`src/hdl/srcfg_regs.svh`:
```
`ifndef SRCFG_REGS_SVH
`define SRCFG_REGS_SVH
// Scheme codes, two bits wide
`define SRCFG_SCH_THREE 2'h0
`define SRCFG_SCH_LR1 2'h1
`define SRCFG_SCH_LR2 2'h2
`define SRCFG_SCH_R1R2 2'h3
// Settle and power-up waits, in microseconds
`define SRCFG_WAIT_US 1000000
`define SRCFG_CLK_MHZ 20
`define SRCFG_WAIT_CYC (`SRCFG_WAIT_US * `SRCFG_CLK_MHZ)
`define SRCFG_CNT_W 25
`endif

```
`src/hdl/srcfg_pkg.sv`:
```
package srcfg_pkg;
  // Scheme setting, encoded as the SRCFG_SCH_* codes
  typedef logic [1:0] srcfg_scheme_t;
  // Channel status and remote configuration commands
  typedef struct packed {
    logic ch1_ok;
    logic ch2_ok;
    logic rx1_valid;
    logic rx2_valid;
    srcfg_scheme_t rx1_cmd;
    srcfg_scheme_t rx2_cmd;
  } srcfg_link_t;
  // Controller states
  typedef enum logic [2:0] {
    SRCFG_PWRUP,
    SRCFG_IDLE,
    SRCFG_SETTLE,
    SRCFG_CHECK
  } srcfg_state_t;
endpackage : srcfg_pkg

```
`src/hdl/srcfg_timer.sv`:
```
`timescale 1ns/1ps
`include "srcfg_regs.svh"
// One-second wait timer, restartable
module srcfg_timer #(
  parameter int unsigned WAIT_CYC = `SRCFG_WAIT_CYC
) (
  input wire logic mclk,
  input wire logic rst,
  input wire logic start,
  output logic done
);
  // Remaining cycles; zero means idle
  logic [`SRCFG_CNT_W-1:0] cnt_q;
  logic [`SRCFG_CNT_W-1:0] cnt_d;
  logic done_q;
  wire logic running = (cnt_q != '0);
  // Restart wins over a running count
  assign cnt_d = start ? WAIT_CYC[`SRCFG_CNT_W-1:0] :
                 running ? cnt_q - 1'b1 : cnt_q;
  // Counter and single-cycle done pulse
  always_ff @(posedge mclk or posedge rst) begin
    if (rst) begin
      cnt_q <= '0;
      done_q <= 1'b0;
    end else begin
      cnt_q <= cnt_d;
      done_q <= !start && (cnt_q == {{(`SRCFG_CNT_W-1){1'b0}}, 1'b1});
    end
  end
  assign done = done_q;
endmodule : srcfg_timer

```
`src/hdl/srcfg_sync.sv`:
```
`timescale 1ns/1ps
// Two-stage synchroniser for pin-level inputs
module srcfg_sync #(
  parameter int W = 1
) (
  input wire logic mclk,
  input wire logic rst,
  input wire logic [W-1:0] din,
  output logic [W-1:0] dout
);
  // First stage feeds only the second
  logic [W-1:0] s1_q;
  logic [W-1:0] s2_q;
  always_ff @(posedge mclk or posedge rst) begin
    if (rst) begin
      s1_q <= '0;
      s2_q <= '0;
    end else begin
      s1_q <= din;
      s2_q <= s1_q;
    end
  end
  assign dout = s2_q;
endmodule : srcfg_sync

```
`src/hdl/srcfg_ctrl.sv`:
```
`timescale 1ns/1ps
`include "srcfg_regs.svh"
module srcfg_ctrl (
  input wire logic mclk,
  input wire logic rst,
  // Relay configuration and the user's scheme request
  input wire logic three_term_mode,
  input wire srcfg_pkg::srcfg_scheme_t setting,
  // Scheme kept from before power-down
  input wire srcfg_pkg::srcfg_scheme_t nv_scheme,
  // Interlock pins, asynchronous
  input wire logic inhibit_diff_pin,
  input wire logic permit_pin,
  // Channel health and commands from both remotes
  input wire srcfg_pkg::srcfg_link_t link,
  // Trip requests from the differential and backup elements
  input wire logic diff_trip_req,
  input wire logic backup_trip_req,
  // Trip pin and scheme status
  output logic trip_out,
  output srcfg_pkg::srcfg_scheme_t active_scheme,
  output srcfg_pkg::srcfg_scheme_t stored_scheme_setting,
  // Command to both remotes
  output logic tx_cmd_valid,
  output srcfg_pkg::srcfg_scheme_t tx_cmd,
  // Alarm and activity
  output logic config_error,
  output logic busy
);
  import srcfg_pkg::*;

  // Flow in brief: after reset the controller sits in power-up until
  // the remotes speak or the one-second wait runs out, then idles.
  // In idle it watches the user setting for a change; a legal change
  // sends a command to both remotes, starts the settle wait and the
  // live scheme moves at once, so protection runs on the new layout
  // while the remotes catch up. The check after the wait either keeps
  // the move and updates the stored setting, or falls back and raises
  // the sticky alarm. While three_term_mode is low nothing new is taken; a request already in flight still runs to its check.
  // Limitations: requests are level changes of the setting, not
  // strobes, and only the value seen on the return to idle counts;
  // power-up takes the first cycle in which a remote is heard without conflict, and
  // later traffic is handled by the follow logic in idle.

  // Synchronised interlock pins
  // Both interlocks come from outside the clock domain, so they pass
  // two flops; the lag means a request must hold its interlocks a few
  // cycles before the setting moves. Trip gating uses the same copy.
  logic [1:0] ilk_s;
  srcfg_sync #(.W(2)) u_sync (
    .mclk(mclk),
    .rst(rst),
    .din({inhibit_diff_pin, permit_pin}),
    .dout(ilk_s)
  );
  wire logic inhibit_diff = ilk_s[1];
  wire logic permit = ilk_s[0];

  // Registered state
  // Target and fallback are captured at the request and held until
  // the check, so the user may move the setting during the wait.
  srcfg_state_t state_q, state_d;
  srcfg_scheme_t act_q, act_d; // Live scheme
  srcfg_scheme_t sto_q, sto_d; // Stored setting
  srcfg_scheme_t tgt_q, tgt_d; // Requested target
  srcfg_scheme_t prev_q, prev_d; // Scheme to fall back to
  srcfg_scheme_t set_q; // Last seen setting, for change detect
  logic err_q, err_d;
  logic txv_q, txv_d;
  srcfg_scheme_t txc_q, txc_d;
  logic trip_q; // Gated trip, registered so the pin never glitches
  logic seen_q; // Set once power-up has ended, by message, timeout or mode
  logic busy_q; // Not idle, kept in a flop like every other output

  // Timer, restarted per request or at power-up
  // One shared counter serves both waits: they never overlap, as a
  // request is only taken once power-up has ended, and a restart
  // cancels any pulse still pending from the power-up wait.
  // The done pulse lasts one cycle and is only looked at in power-up
  // and settle.
  logic tmr_start;
  logic tmr_done;
  srcfg_timer u_timer (
    .mclk(mclk),
    .rst(rst),
    .start(tmr_start),
    .done(tmr_done)
  );
  logic pwr_start_q; // One pulse after reset release

  // Is a code two-ended
  // Every code but three-ended names a pair of ends
  function automatic logic is_two(input srcfg_scheme_t s);
    return s != `SRCFG_SCH_THREE;
  endfunction : is_two

  // Channel needed for each two-ended target
  // The remote pair and a full restore are judged on both channels
  function automatic logic chans_ok(input srcfg_scheme_t s,
                                    input srcfg_link_t l);
    unique case (s)
      `SRCFG_SCH_THREE: return l.ch1_ok && l.ch2_ok;
      `SRCFG_SCH_LR1: return l.ch1_ok;
      `SRCFG_SCH_LR2: return l.ch2_ok;
      `SRCFG_SCH_R1R2: return l.ch1_ok && l.ch2_ok;
    endcase
  endfunction : chans_ok

  // Merge two remote commands
  // Channel one is looked at first only to pick between two agreeing
  // two-ended commands; a disagreement is caught separately below.
  wire logic both_rx = link.rx1_valid && link.rx2_valid;
  wire logic any_rx = link.rx1_valid || link.rx2_valid;
  wire logic rx_conflict = both_rx && is_two(link.rx1_cmd) &&
    is_two(link.rx2_cmd) && (link.rx1_cmd != link.rx2_cmd);
  // Two-ended wins unless both say three-ended
  wire srcfg_scheme_t rx_merged =
    (link.rx1_valid && is_two(link.rx1_cmd)) ? link.rx1_cmd :
    (link.rx2_valid && is_two(link.rx2_cmd)) ? link.rx2_cmd :
    `SRCFG_SCH_THREE;
  // Remote view after settle: agrees with target
  // A silent remote counts against a settle only when neither speaks;
  // one quiet channel alone is judged by the channel-health term.
  wire logic settled = both_rx ? (!rx_conflict && rx_merged == tgt_q)
                       : (any_rx && rx_merged == tgt_q);

  // A setting move is a request only in three-terminal use
  wire logic set_change = (setting != set_q) && three_term_mode;
  // Idle follows remote traffic only once power-up has handed over
  wire logic rx_live = seen_q && three_term_mode;
  wire logic ilk_ok = inhibit_diff && permit;

  // Next-state logic
  // Defaults hold every register; the command strobe is the only
  // value that drops back on its own, giving a one-cycle pulse.
  // The timer start defaults to the power-up kick after reset.
  always_comb begin
    state_d = state_q;
    act_d = act_q;
    sto_d = sto_q;
    tgt_d = tgt_q;
    prev_d = prev_q;
    err_d = err_q;
    txv_d = 1'b0;
    txc_d = txc_q;
    tmr_start = pwr_start_q;
    unique case (state_q)
      // Wait for first messages or the one-second timeout
      SRCFG_PWRUP: begin
        if (!three_term_mode) begin
          // Not a three-terminal relay: nothing to negotiate
          state_d = SRCFG_IDLE;
        end else if (any_rx && !rx_conflict) begin
          act_d = rx_merged;
          state_d = SRCFG_IDLE;
        end else if (tmr_done) begin
          act_d = nv_scheme;
          state_d = SRCFG_IDLE;
        end
      end
      // Take one request at a time; remote traffic only when none
      SRCFG_IDLE: begin
        if (set_change) begin
          if (is_two(act_q) && is_two(setting)) begin
            // Pair to pair must pass through three-ended first
            err_d = 1'b1;
          end else if (is_two(act_q) != is_two(setting)) begin
            prev_d = act_q;
            tgt_d = setting;
            if ((!is_two(setting) && chans_ok(setting, link)) ||
                (is_two(setting) && ilk_ok &&
                 chans_ok(setting, link))) begin
              txv_d = 1'b1;
              txc_d = setting;
              act_d = setting;
              tmr_start = 1'b1;
              state_d = SRCFG_SETTLE;
            end else begin
              // Refused before anything was sent: scheme unchanged
              err_d = 1'b1;
            end
          end
        end else if (rx_live && rx_conflict) begin
          // Remotes disagree: no way to choose, so hold and alarm
          err_d = 1'b1;
        end else if (rx_live && any_rx && rx_merged != act_q) begin
          // Follow what the remotes now say
          act_d = rx_merged;
        end
      end
      // One second after sending, judge the outcome
      // The live scheme already shows the target here, so the wider
      // relay runs on the new layout during the wait.
      SRCFG_SETTLE: begin
        // Remote answers during the wait are not acted on yet
        if (tmr_done) begin
          state_d = SRCFG_CHECK;
        end
      end
      SRCFG_CHECK: begin
        // Channels are judged again here, not only at the request, as
        // a link may drop during the wait
        state_d = SRCFG_IDLE;
        if (settled && chans_ok(tgt_q, link)) begin
          sto_d = tgt_q;
          err_d = 1'b0;
        end else begin
          act_d = prev_q;
          err_d = 1'b1;
        end
      end
      default: state_d = SRCFG_IDLE;
    endcase
  end

  // State registers; three-ended by default at reset
  // Three-ended is the safe guess when all ends start together
  always_ff @(posedge mclk or posedge rst) begin
    if (rst) begin
      state_q <= SRCFG_PWRUP;
      act_q <= `SRCFG_SCH_THREE;
      sto_q <= `SRCFG_SCH_THREE;
      tgt_q <= `SRCFG_SCH_THREE;
      prev_q <= `SRCFG_SCH_THREE;
      err_q <= 1'b0;
      txv_q <= 1'b0;
      txc_q <= `SRCFG_SCH_THREE;
      pwr_start_q <= 1'b1; // Kicks the power-up wait on release
      busy_q <= 1'b1; // Power-up counts as busy
    end else begin
      state_q <= state_d;
      act_q <= act_d;
      sto_q <= sto_d;
      tgt_q <= tgt_d;
      prev_q <= prev_d;
      err_q <= err_d;
      txv_q <= txv_d;
      txc_q <= txc_d;
      pwr_start_q <= 1'b0;
      busy_q <= (state_d != SRCFG_IDLE);
    end
  end

  // Setting change tracking; first sample taken after reset
  // The copy is frozen while a request is in flight, so a move made
  // during the wait is seen as a fresh request once idle again. A
  // setting that returns to its old value in the meantime is lost.
  wire logic set_track = (state_q == SRCFG_PWRUP) ||
    (state_q == SRCFG_IDLE);
  always_ff @(posedge mclk or posedge rst) begin
    if (rst) begin
      set_q <= `SRCFG_SCH_THREE;
      seen_q <= 1'b0;
    end else begin
      set_q <= set_track ? setting : set_q;
      seen_q <= seen_q || (state_q != SRCFG_PWRUP);
    end
  end

  // Inhibit masks differential trip only
  // Backup functions keep their path to the trip output whatever the
  // interlocks say, so an isolated end stays protected. The mask
  // follows the pin two cycles late, through the synchroniser.
  always_ff @(posedge mclk or posedge rst) begin
    if (rst) begin
      trip_q <= 1'b0;
    end else begin
      trip_q <= (diff_trip_req && !inhibit_diff) || backup_trip_req;
    end
  end

  // Outputs, each straight from its flop
  assign trip_out = trip_q;
  assign active_scheme = act_q;
  assign stored_scheme_setting = sto_q;
  assign tx_cmd_valid = txv_q;
  assign tx_cmd = txc_q;
  assign config_error = err_q;
  assign busy = busy_q;
endmodule : srcfg_ctrl

```
`config.mk`:
```
export PLATFORM = sky130hd
export DESIGN_NAME = srcfg_ctrl
export DESIGN_NICKNAME = d
export VERILOG_FILES = /design/src/hdl/srcfg_pkg.sv /design/src/hdl/srcfg_timer.sv /design/src/hdl/srcfg_sync.sv /design/src/hdl/srcfg_ctrl.sv
export VERILOG_INCLUDE_DIRS = /design/src /design/src/hdl
export SDC_FILE = /design/constraint.sdc
export NUM_CORES = 1
export LEC_CHECK = 0
export ABC_AREA = 1
export ABC_CLOCK_PERIOD_IN_PS = 2100
export BUFFER_PORTS_ARGS = -buffer_cell sky130_fd_sc_hd__buf_2
export CAP_MARGIN = 20
export CORE_MARGIN = 2
export CORE_UTILIZATION = 60
export DETAILED_ROUTE_END_ITERATION = 10
export PLACE_DENSITY = 0.8
export SYNTH_ARGS = -nofsm -noshare
export SYNTH_HDL_FRONTEND = slang
export SYNTH_SLANG_ARGS = --single-unit
```
`constraint.sdc`:
```
create_clock -name mclk -period 2.1 [get_ports mclk]
set_input_delay 0.105 -clock mclk [delete_from_list [all_inputs] [get_ports mclk]]
set_output_delay 0.105 -clock mclk [all_outputs]
set_load 0.005 [all_outputs]
```
==> metrics.cfg, run 1 <==
[synth]
synth_area_per_cell_um2 = 7.324
post_synth_fa_ha_maj_area_fraction_pct = 3.178
post_synth_num_cell_types = 33
largest_family_of_logic_cells_by_synthesized_area = simple AND/OR/NAND/NOR gates
synth_compound_gate_area_share_pct = 4.807
ys_seq_area_share_pct = 40.60
netlist_top_cells_area = sky130_fd_sc_hd__dfrtp_1 39%, sky130_fd_sc_hd__nand2_1 14%, sky130_fd_sc_hd__inv_1 7.6%
post_synth_mux_area_share_pct = 0
yosys_warnings = 0
synth_simple_gate_area_share_pct = 37.74
synth_xor_area_share_pct = 3.615
synth_area_um2 = 3149
synth_top_cell_by_area = sky130_fd_sc_hd__dfrtp_1
synth.top_cell.area_share_pct = 38.94
postSynthCellCount = 430
ys_ff_latch = 51

[clock_tree]
post-cts-setup-buffers = 0
worst_skew_pair.late_latency_ns = 0.31
clock_sink_count = 51
cts.clk_slew.worst_paths_ns = 0.09
max-clock-path-buffers = 2
clock-root-buffer = sky130_fd_sc_hd__clkbuf_8
cts_tree = built
cts_max_level = 2
cts_inserted_buffers = 5

[layout]
nets = 499
largestRegisters = u_timer.cnt_q: 25 flops, state_q: 3 flops
multi_input_comb_area_um2 = 1562
largest_register = u_timer.cnt_q
layout_area_growth_over_synthesis_pct = 12.87
drive_gt1_share_pct = 16.28
final_core_util_pct = 70.04
ff_latch_area_um2 = 1279
number_of_flip_flops_under_the_largest_register_name = 25
num_antenna_cells = 0
fillers = 440

[worst_setup_path]
crit_required_ns = 2.30
cp-start-kind = register
critPathCaptureType = register
cpMaxStageDelayCell = sky130_fd_sc_hd__dfrtp_1
worstSetupPathType = reg -> reg
path_max_fanout = 6
cpMostUsedCell = sky130_fd_sc_hd__nor2_2
critPathArrivalTime_ns = 2.08
cp_slowest_stage_delay_ns = 0.43
r2r.worst_path.cells = 8
setup.reg_to_reg.worst_slack_ns = 0.22
cp_cell_sequence = inv_2, ha_1, nand3_2, nor2_2, nand2_2, nor2_2, buf_4, nor3_1

[timing]
timing.final.hold_violations = 0
finalWorstSetupSlack_ns = 0.2183
skew_ns = 0.006334
setup_repair_after_global_routing_missed_its_margin = false
tightestPinTransition_ns = 0.5395
worst_slew_margin_rel_pct = 63.98
setup_total_negative_slack_ns = 0
final_slew_violations = 0
fin_worst_hold_slack_ns = 0.02128
maximum_achievable_frequency_mhz = 531.4
layout_min_cycle_time_ns = 1.882
setup_viol = 0
min_period_over_period_pct = 89.60

[power_and_ir_drop]
p_leak_nw = 1.932
netSwitchingPower_w = 0.0009648
p_per_area_nw_per_um2 = 804.4
power_frac_seq_pct = 43.1
vdd_drop_max_mv = 0.5672
p_comb_share_pct = 28.9
clkPwrFrac_pct = 28.0
p_int_w = 0.001894
netSwitchingFraction_pct = 33.74

[floorplanning]
chipWidth_um = 76.45
fp.coreArea_um2 = 5075
initial_utilization_pct = 62.06
design.die.area_um2 = 5845
die_height_um = 76.45
floorplan.io_pins = 29
rows = 26

[global_route]
grt_start_max_net_pins = 27
first_pass_grt_wire_length_um = 12300
grt_util_all_layers_pct = 25.97
grt_overflow = 0
grt_pass1_vias = 2880
antenna_violations_before_repair = 0

[outcome]
run_status = complete, no violations

[drt]
routed_wl_um = 6817
drt_first_iter_violations = 203
avgRoutedWirePerCell_um = 12.55
drtAntennaViolNets = 0
remaining_drc_errors = 0
dr_total_vias = 2829
vias_per_cell = 5.210
first_pass_iteration_count_of_the_detailed_router = 5

[place]
place_worst_setup_slack_ns = 0.1972
portBuffers = 28
gp_routability_congestion = 0.9311
dp_hpwl_um = 5232

[min_path]
hold_path.class = in -> reg
holdPathStages = 3

[run]
max_cap_viol_count = 0

==> metrics by stage <==
stage	std cells	area [um^2]	power [W]
after floorplan	431	3153	0.001832
after global placement	531	3382	0.002029
after CTS	543	3555	0.002862
after global routing	543	3555	0.003039
after detailed placement	531	3382	0.002060
final	543	3555	0.002859
==> power groups by stage <==
stage                     Combinational (W)  Sequential (W)  Clock, W
after floorplan                    0.000604         0.00123         0
after global placement             0.000783         0.00125         0
after detailed placement           0.000812         0.00125         0
after CTS                          0.000827         0.00123  0.000805
after global routing               0.000937         0.00125  0.000850
final                              0.000827         0.00123  0.000799
==> cells in the final DEF, fill, tap and decap left out, drive strengths merged <==
cell / instances
conb: 2
dfstp: 2
clkbuf: 6
nor3b: 2
dfrtp: 49
o21ai: 21
nand4: 5
bufinv: 2
nand3: 43
nand3b: 7
a21boi: 1
o21bai: 2
or2: 1
buf: 34
nor3: 11
nor2: 61
nand2: 124
dlygate4sd3: 4
ha: 8
inv: 71
xor2: 12
xnor2: 1
a21oi: 4
==> timing repair <==
item,in CTS,in global routing
hold buffers,4,0
endpoints found under the hold margin,26,0
resized for setup,0,1
endpoints found under the setup margin,0,1
==> critical path, delay by kind of cell, from the launching register on <==
| family | cells | cell delay [ns] |
|---|---|---|
| and+or+nand+nor | 5 | 0.79 |
| adders and majority gates | 1 | 0.22 |
| buffers and inverters | 2 | 0.33 |
| DFF | 1 | 0.43 |
==> cell usage after synthesis (all sizes together) <==
library cell / number
buf: 3
or2: 1
xor2: 12
xnor2: 1
dfrtp: 49
nor3b: 2
nand3: 43
nor2: 61
nand2: 124
conb: 1
o21bai: 2
nand3b: 7
a21boi: 1
clkbuf: 1
dfstp: 2
nand4: 5
o21ai: 21
inv: 71
nor3: 11
a21oi: 4
ha: 8
==> final cells by class <==
| class | count | area share [%] |
|---|---|---|
| multi-input combinational | 305 | 43.93 |
| sequential | 51 | 35.97 |
| inverter | 71 | 7.568 |
| timing repair buffer | 38 | 6.336 |
| tap | 70 | 2.464 |
| clock buffer | 6 | 2.042 |
| clock inverter | 2 | 1.690 |
==> worst paths after layout <==
| check | startpoint | to |
|---|---|---|
| max | u_timer.cnt_q[0] | u_timer.cnt_q[22] |
| min | diff_trip_req | trip_out |
| max reg2reg | u_timer.cnt_q[0] | u_timer.cnt_q[22] |
| min reg2reg | u_sync.s1_q[0] | u_sync.dout[0] |
| max in group asynchronous | rst | busy |
| min in group asynchronous | rst | u_timer.cnt_q[1] |
==> per-layer routing <==
metal / routed length [um] / track usage, % / part of all wire, % / vias up
li1: - / - / - / 1419
met1: 2781 / 30.11 / 41 / 1294
met2: 3454 / 46.73 / 51 / 87
met3: 318 / 3.910 / 4.7 / 29
met4: 262 / 12.73 / 3.8 / 0
met5: 0 / 0 / 0 / -
==> kinds of logic after synthesis <==
| family | count (synthesis) |
|---|---|
| AND/OR/NAND/NOR | 254 |
| buffers and inverters | 75 |
| other | 1 |
| flip-flops | 51 |
| adder cells (fa/ha/maj) | 8 |
| XOR/XNOR | 13 |
| AO/OA/AOI/OAI | 28 |
No activity file was read; power rests on OpenSTA's default activity.
==> run 2, diff against run 1 <==
- GPL_ROUTABILITY_DRIVEN: unset -> 0
- RECOVER_POWER: unset -> 100
- REMOVE_ABC_BUFFERS: unset -> 1
==> metrics.cfg, run 2 (same netlist as run 1, synthesis figures left out) <==
[timing]
final_slew_violations = 0  ; unchanged
setup_total_negative_slack_ns = 0  ; unchanged
setup_viol = 0  ; unchanged
setup_repair_after_global_routing_missed_its_margin = false
skew_ns = 0.005956  ; -0.0003775 ns
tightestPinTransition_ns = 0.8489  ; +0.3093 ns
layout_min_cycle_time_ns = 1.919  ; +0.03730 ns
min_period_over_period_pct = 91.38  ; +1.8 points
worst_slew_margin_rel_pct = 43.41  ; -21 points
maximum_achievable_frequency_mhz = 521.1  ; -1.9%
timing.final.hold_violations = 0  ; unchanged

[power_and_ir_drop]
netSwitchingFraction_pct = 36.60  ; +2.9 points
total_power_w = 0.002599  ; -9.1%
p_int_w = 0.001648  ; -13%
vdd_drop_max_mv = 0.5345  ; -5.8%
p_comb_share_pct = 31.0  ; +2.1 points
p_leak_nw = 1.897  ; -1.8%
power_frac_seq_pct = 47.3  ; +4.2 points
p_per_area_nw_per_um2 = 750.3  ; -6.7%
netSwitchingPower_w = 0.0009513  ; -1.4%
clkPwrFrac_pct = 21.7  ; -6.3 points

[worst_setup_path]
crit_family = simple AND/OR/NAND/NOR gates
cp_slowest_stage_delay_ns = 0.43  ; about the same
cpMaxStageDelayCell = sky130_fd_sc_hd__dfrtp_1
critPathArrivalTime_ns = 2.10  ; +0.02 ns
cp_cell_sequence = inv_2, ha_2, nand3_2, nor2_4, nand2_2, nor2_2, clkbuf_1, o21ai_0
worstSetupPathType = reg -> reg
cp-start-kind = register
critical_path_buf_inv_count = 2  ; unchanged
critPathCaptureType = register
crit_required_ns = 2.28  ; -0.02 ns
path_max_fanout = 7  ; +1

[floorplanning]
floorplan.io_pins = 29  ; unchanged
design.die.area_um2 = 5845  ; unchanged
initial_utilization_pct = 62.06  ; unchanged
rows = 26  ; unchanged
chipWidth_um = 76.45  ; unchanged
fp.coreArea_um2 = 5075  ; unchanged
die_height_um = 76.45  ; unchanged

[drt]
remaining_drc_errors = 0  ; unchanged
routed_wl_um = 6646  ; -2.5%
vias_per_cell = 5.083  ; -2.4%
dr_total_vias = 2760  ; -2.4%
first_pass_iteration_count_of_the_detailed_router = 4  ; -1
avgRoutedWirePerCell_um = 12.24  ; -2.5%
drtAntennaViolNets = 0  ; unchanged
drt_first_iter_violations = 151  ; -26%

[clock_tree]
clock_sink_count = 51  ; unchanged
cts_max_level = 2  ; unchanged
worst_skew_pair.late_latency_ns = 0.30  ; about the same
max-clock-path-buffers = 2  ; unchanged
cts.clk_slew.worst_paths_ns = 0.09  ; about the same
cts_tree = built
cts_inserted_buffers = 5  ; unchanged
clock-root-buffer = sky130_fd_sc_hd__clkbuf_8
post-cts-setup-buffers = 0  ; unchanged

[layout]
fillers = 446  ; +1.4%
commonest_non_fill_non_tap_cell_in_the_layout = sky130_fd_sc_hd__nand2_1
drive_gt1_share_pct = 13.74  ; -2.5 points
final_core_util_pct = 68.27  ; -1.8 points
num_antenna_cells = 0  ; unchanged
layout_area_growth_over_synthesis_pct = 10.01
nets = 499  ; unchanged
number_of_flip_flops_under_the_largest_register_name = 25  ; unchanged
largest_register = u_timer.cnt_q
mostFrequentLayoutCells = 118 x sky130_fd_sc_hd__nand2_1, 63 x sky130_fd_sc_hd__inv_1, 55 x sky130_fd_sc_hd__nor2_1, 49 x sky130_fd_sc_hd__dfrtp_1, 40 x sky130_fd_sc_hd__nand3_1
largestRegisters = u_timer.cnt_q: 25 flops, state_q: 3 flops

[global_route]
grt_start_max_net_pins = 19  ; -30%
antenna_violations_before_repair = 0  ; unchanged
first_pass_grt_wire_length_um = 11520  ; -6.3%
grt_overflow = 0  ; unchanged
grt_util_all_layers_pct = 24.28  ; -1.7 points
grt_pass1_vias = 2746  ; -4.7%

[min_path]
hold_path.class = in -> reg

[outcome]
run_status = complete, no violations

[place]
portBuffers = 28  ; unchanged
dp_hpwl_um = 5207  ; -0.48%

[run]
max_cap_viol_count = 0  ; unchanged

run 2: cell types whose count changed in the layout (fill, tap and decap cells not counted), moves of 2 or more:
cell / before / now
sky130_fd_sc_hd__nand3_1: 37 / 40
sky130_fd_sc_hd__nor2_2: 7 / 4
sky130_fd_sc_hd__buf_4: 6 / 2
sky130_fd_sc_hd__nor2_1: 53 / 55
sky130_fd_sc_hd__buf_2: 28 / 26
sky130_fd_sc_hd__nand3_2: 6 / 3
sky130_fd_sc_hd__clkbuf_1: 1 / 5
sky130_fd_sc_hd__bufinv_16: 2 / 0
sky130_fd_sc_hd__clkinv_2: 0 / 2
run 2: through the flow:
| stage | setup slack, ns | cells | hold slack (ns) | cell area [um^2] |
|---|---|---|---|---|
| 6_report | 0.1810 | 543 | 0.02036 | 3465 |
| 4_1_cts | 0.1083 | 543 | 0.009093 | 3510 |
| 5_1_grt | 0.04580 | 543 | 0.02748 | 3465 |
| 2_1_floorplan | 0.3481 | 427 | 0.1364 | 3109 |
| 3_5_place_dp | 0.1422 | 531 | 0.1067 | 3382 |
| 3_3_place_gp | 0.2068 | 531 | 0.1057 | 3382 |
run 2: power groups by stage:
stage	combinational [W]	clock (W)	sequential, W
after detailed placement	0.000810	0	0.00125
after CTS	0.000821	0.000582	0.00123
after floorplan	0.000598	0	0.00123
after global routing	0.000923	0.000625	0.00125
final	0.000806	0.000563	0.00123
after global placement	0.000784	0	0.00124
run 2: cell type report:
class | instances | area, um^2 | share of cell area [%]
sequential | 51 | 1279 | 36.91
inverter | 71 | 266.5 | 7.692
clock buffer | 5 | 68.82 | 1.986
multi-input combinational | 305 | 1535 | 44.31
tap | 70 | 87.58 | 2.528
timing repair buffer | 38 | 209.0 | 6.031
clock inverter | 3 | 18.77 | 0.5417
run 2: metal layers:
layer | GRT usage, % | share of wire, % | up-vias
met1 | 26.96 | 41 | 1270
li1 | - | - | 1410
met5 | 0 | 0 | -
met4 | 11.27 | 2.5 | 0
met2 | 45.31 | 53 | 66
met3 | 3.673 | 3.2 | 14
run 2: worst paths after layout:
kind / end / start / cells past startpoint / slack, ns
min in group asynchronous: u_sync.s1_q[0] / rst / 3 / 0.46
worst min register to register: u_sync.dout[0] / u_sync.s1_q[0] / 0 / 0.36
worst min-delay path: trip_out / diff_trip_req / 3 / 0.02
max in group asynchronous: state_q[0] / rst / 4 / 0.45
worst max register to register: u_timer.cnt_q[20] / u_timer.cnt_q[0] / 8 / 0.18
worst max-delay path: u_timer.cnt_q[20] / u_timer.cnt_q[0] / 8 / 0.18
run 2: what timing repair did:
item                                    CTS  global route
endpoints found under the hold margin    19             0
hold buffers                              4             0
endpoints found under the setup margin    0             5
gates resized for setup                   0             4
run 2: worst register-to-register path, stage by stage, from the launching register on:
cell and delay (ns):
sky130_fd_sc_hd__dfrtp_1 0.43, sky130_fd_sc_hd__inv_2 0.11, sky130_fd_sc_hd__ha_2 0.22, sky130_fd_sc_hd__nand3_2 0.14, sky130_fd_sc_hd__nor2_4 0.16, sky130_fd_sc_hd__nand2_2 0.09, sky130_fd_sc_hd__nor2_2 0.30, sky130_fd_sc_hd__clkbuf_1 0.24
sky130_fd_sc_hd__o21ai_0 0.11
==> run 3, diff against run 2 <==
- ABC_AREA: 1 -> unset
- ABC_CLOCK_PERIOD_IN_PS: 2100 -> unset
- CORE_UTILIZATION: 60 -> 58
- PLACE_DENSITY: 0.8 -> 0.79
==> metrics.cfg, run 3 <==
[global_route]
grt_pass1_vias = 2235  ; -19%
grt_util_all_layers_pct = 26.90  ; +2.6 points
antenna_violations_before_repair = 0  ; unchanged
first_pass_grt_wire_length_um = 10540  ; -8.5%
grt_overflow = 0  ; unchanged
grt_start_max_net_pins = 29  ; +10

[synth]
yosys_most_used_dff = sky130_fd_sc_hd__dfrtp_1
postSynthCellCount = 257  ; -40%
synth_area_per_cell_um2 = 10.37  ; +42%
synth_simple_gate_area_share_pct = 22.49  ; -15 points
yosys_warnings = 0  ; unchanged
synth_most_common_cell = sky130_fd_sc_hd__dfrtp_1
synth_common_cells = 49 x sky130_fd_sc_hd__dfrtp_1, 29 x sky130_fd_sc_hd__nor2_1, 24 x sky130_fd_sc_hd__nand2_1
ys_ff_latch = 51  ; unchanged
largest_family_of_logic_cells_by_synthesized_area = simple AND/OR/NAND/NOR gates
synth-edff-count = 0  ; unchanged
synth_xor_area_share_pct = 8.545  ; +4.9 points
post_synth_num_cell_types = 48  ; +45%
synth_top_cell_by_area = sky130_fd_sc_hd__dfrtp_1
netlist_top_cells_area = sky130_fd_sc_hd__dfrtp_1 46%, sky130_fd_sc_hd__xnor2_1 6.2%, sky130_fd_sc_hd__mux2_2 4.2%
post_synth_mux_area_share_pct = 5.728  ; +5.7 points
ys_seq_area_share_pct = 47.98  ; +7.4 points
async_reset_ff_share_pct = 100.0  ; unchanged
synth.top_cell.area_share_pct = 46.01  ; +7.1 points
synth_area_um2 = 2665  ; -15%
synth_compound_gate_area_share_pct = 9.155  ; +4.3 points
post_synth_fa_ha_maj_area_fraction_pct = 3.756  ; +0.58 points

[power_and_ir_drop]
power_frac_seq_pct = 43.3  ; -4.0 points
p_int_w = 0.001942  ; +18%
vdd_drop_max_mv = 0.7588  ; +42%
clkPwrFrac_pct = 29.2  ; +7.5 points
p_comb_share_pct = 27.5  ; -3.5 points
netSwitchingPower_w = 0.0008005  ; -16%
netSwitchingFraction_pct = 29.19  ; -7.4 points
p_per_area_nw_per_um2 = 790.2  ; +5.3%
p_leak_nw = 1.541  ; -19%

[layout]
number_of_flip_flops_under_the_largest_register_name = 25  ; unchanged
multi_input_comb_area_um2 = 1469  ; -4.3%
commonest_non_fill_non_tap_cell_in_the_layout = sky130_fd_sc_hd__dfrtp_1
num_antenna_cells = 0  ; unchanged
nets = 360  ; -28%
largestRegisters = u_timer.cnt_q: 25 flops, state_q: 3 flops
ff_latch_area_um2 = 1279  ; unchanged
final_core_util_pct = 79.17  ; +11 points
layoutNonFillerInstCount = 386  ; -29%
drive_gt1_share_pct = 34.43  ; +21 points
layout_area_growth_over_synthesis_pct = 30.23
mostFrequentLayoutCells = 49 x sky130_fd_sc_hd__dfrtp_1, 37 x sky130_fd_sc_hd__buf_4, 28 x sky130_fd_sc_hd__nor2_1, 28 x sky130_fd_sc_hd__buf_2, 23 x sky130_fd_sc_hd__nand2_1
largest_register = u_timer.cnt_q
fillers = 265  ; -41%

[floorplanning]
chipWidth_um = 71.79  ; -6.1%
fp.coreArea_um2 = 4384  ; -14%
floorplan.io_pins = 29  ; unchanged
rows = 24  ; -7.7%
initial_utilization_pct = 60.79  ; -1.3 points
design.die.area_um2 = 5153  ; -12%
die_height_um = 71.79  ; -6.1%

[timing]
final_slew_violations = 0  ; unchanged
skew_ns = 0.007366  ; +0.001410 ns
timing.final.hold_violations = 0  ; unchanged
setup_viol = 8  ; +8
tightestPinTransition_ns = 0.9276  ; +0.07877 ns
min_period_over_period_pct = 104.9  ; +14 points
maximum_achievable_frequency_mhz = 453.9  ; -13%
setup_repair_after_global_routing_missed_its_margin = true
worst_slew_margin_rel_pct = 38.09  ; -5.3 points
layout_min_cycle_time_ns = 2.203  ; +0.2843 ns
finalWorstSetupSlack_ns = -0.1032  ; -0.2843 ns

[drt]
remaining_drc_errors = 0  ; unchanged
drt_first_iter_violations = 181  ; +20%
avgRoutedWirePerCell_um = 17.96  ; +47%
vias_per_cell = 5.795  ; +14%
dr_total_vias = 2237  ; -19%
drtAntennaViolNets = 0  ; unchanged
routed_wl_um = 6932  ; +4.3%
first_pass_iteration_count_of_the_detailed_router = 4  ; unchanged

[outcome]
violations = setup timing
run_status = finished, violations left

[place]
numPlacedInstances = 365  ; -31%
portBuffers = 28  ; unchanged
dp_hpwl_um = 4018  ; -23%

[worst_setup_path]
path_max_fanout = 5  ; -2
cp_cell_sequence = or4_4, nor3_2, nand2_1, nor3_4, and3_1, o21ai_1
r2r.worst_path.cells = 6  ; -2
setup.reg_to_reg.worst_slack_ns = -0.10  ; -0.28 ns
worstSetupPathType = reg -> reg
cp_slowest_stage_delay_ns = 0.59  ; +0.16 ns
critPathCaptureType = register
critPathArrivalTime_ns = 2.40  ; +0.30 ns
crit_required_ns = 2.30  ; +0.02 ns
cpMaxStageDelayCell = sky130_fd_sc_hd__or4_4
regToRegStartpoint = u_timer.cnt_q[6]
timing.critical_path.from = u_timer.cnt_q[6]
setup.worst_path.end = u_timer.cnt_q[21]
rr_endpoint = u_timer.cnt_q[21]
cp-start-kind = register

[clock_tree]
cts.clk_slew.worst_paths_ns = 0.09  ; about the same
cts_max_level = 2  ; unchanged
cts_inserted_buffers = 5  ; unchanged
max-clock-path-buffers = 2  ; unchanged
worst_skew_pair.late_latency_ns = 0.31  ; about the same
clock-root-buffer = sky130_fd_sc_hd__clkbuf_8
clock_sink_count = 51  ; unchanged
cts_tree = built

[run]
max_cap_viol_count = 0  ; unchanged

[min_path]
hold_path.class = in -> reg

run 3: cell count changes in the layout (fill, tap and decap cells not counted), sizes merged, moves of 5 or more:
cell / delta
a21oi: +8
buf: +38
inv: -60
mux2: +10
nand2: -100
nand3: -35
nand3b: -6
nor2: -32
nor4: +7
o21ai: -12
xnor2: +18
xor2: -5
run 3: final cells by class:
class / instances / share of cell area, %
Clock buffer: 6 / 2.091
Clock inverter: 2 / 1.730
Inverter: 11 / 1.190
Multi-Input combinational cell: 192 / 42.32
Sequential cell: 51 / 36.84
Tap cell: 52 / 1.875
Timing Repair Buffer: 72 / 13.95
run 3: stage by stage:
stage,setup TNS (ns),hold WS (ns),setup slack [ns],power [W],instance area (um^2)
floorplan,0,0.1364,0.04310,0.001596,2651
detailed placement,0,0.1746,0.007174,0.001851,3102
finish,-0.3905,0.1368,-0.1032,0.002743,3471
global route,-1.619,0.1478,-0.1663,0.002873,3471
global placement,0,0.1654,0.04664,0.001821,3102
CTS,-0.001397,0.1149,-0.001397,0.002681,3328
run 3: cells by family (layout without fill, tap and decap cells):
logic type / after synthesis / in the layout
and+or+nand+nor: 104 / 104
DFF: 51 / 51
AOI/OAI and AO/OA: 38 / 38
xor gates and xnor gates: 26 / 26
buffers and inverters: 15 / 91
muxes: 14 / 14
adders and majority gates: 8 / 8
other: 1 / 2
run 3: worst min-delay path by stage:
stage | start | to | slack (ns) | cells after the start
after global routing | setting[0] | tgt_q[0] | 0.15 | 3
after floorplan | permit_pin | u_sync.s1_q[0] | 0.14 | 0
after CTS | setting[1] | tgt_q[1] | 0.11 | 3
after global placement | rst | u_timer.cnt_q[6] | 0.17 | 2
after detailed placement | rst | u_timer.cnt_q[6] | 0.17 | 2
final | setting[0] | tgt_q[0] | 0.14 | 3
run 3: critical path: cells and delay by family, from the launching register on:
| family | cells | cell delay (ns) |
|---|---|---|
| DFF | 1 | 0.38 |
| and+or+nand+nor | 5 | 1.65 |
| AOI/OAI and AO/OA | 1 | 0.07 |
run 3: layer usage:
layer | track usage, % | up-vias | part of all wire (%)
met2 | 47.84 | 61 | 54
met4 | 10.48 | 0 | 2.9
met1 | 32.00 | 1111 | 39
met5 | 0 | - | 0
met3 | 5.345 | 17 | 3.6
li1 | - | 1048 | -
run 3: power by group through the flow:
stage / registers (W) / logic, W / clock network (W)
2_1_floorplan: 0.00120 / 0.000396 / 0
3_3_place_gp: 0.00119 / 0.000632 / 0
3_5_place_dp: 0.00120 / 0.000655 / 0
4_1_cts: 0.00118 / 0.000688 / 0.000813
5_1_grt: 0.00120 / 0.000830 / 0.000846
6_report: 0.00119 / 0.000755 / 0.000801
run 3: what timing repair did:
action / 4_1_cts / 5_1_grt
gates cloned: 0 / 0
hold buffers: 5 / 0
pin swaps: 3 / 6
endpoints found under the hold margin: 25 / 0
gates resized for setup: 6 / 19
setup endpoints to repair: 21 / 33
buffers inserted: 1 / 8
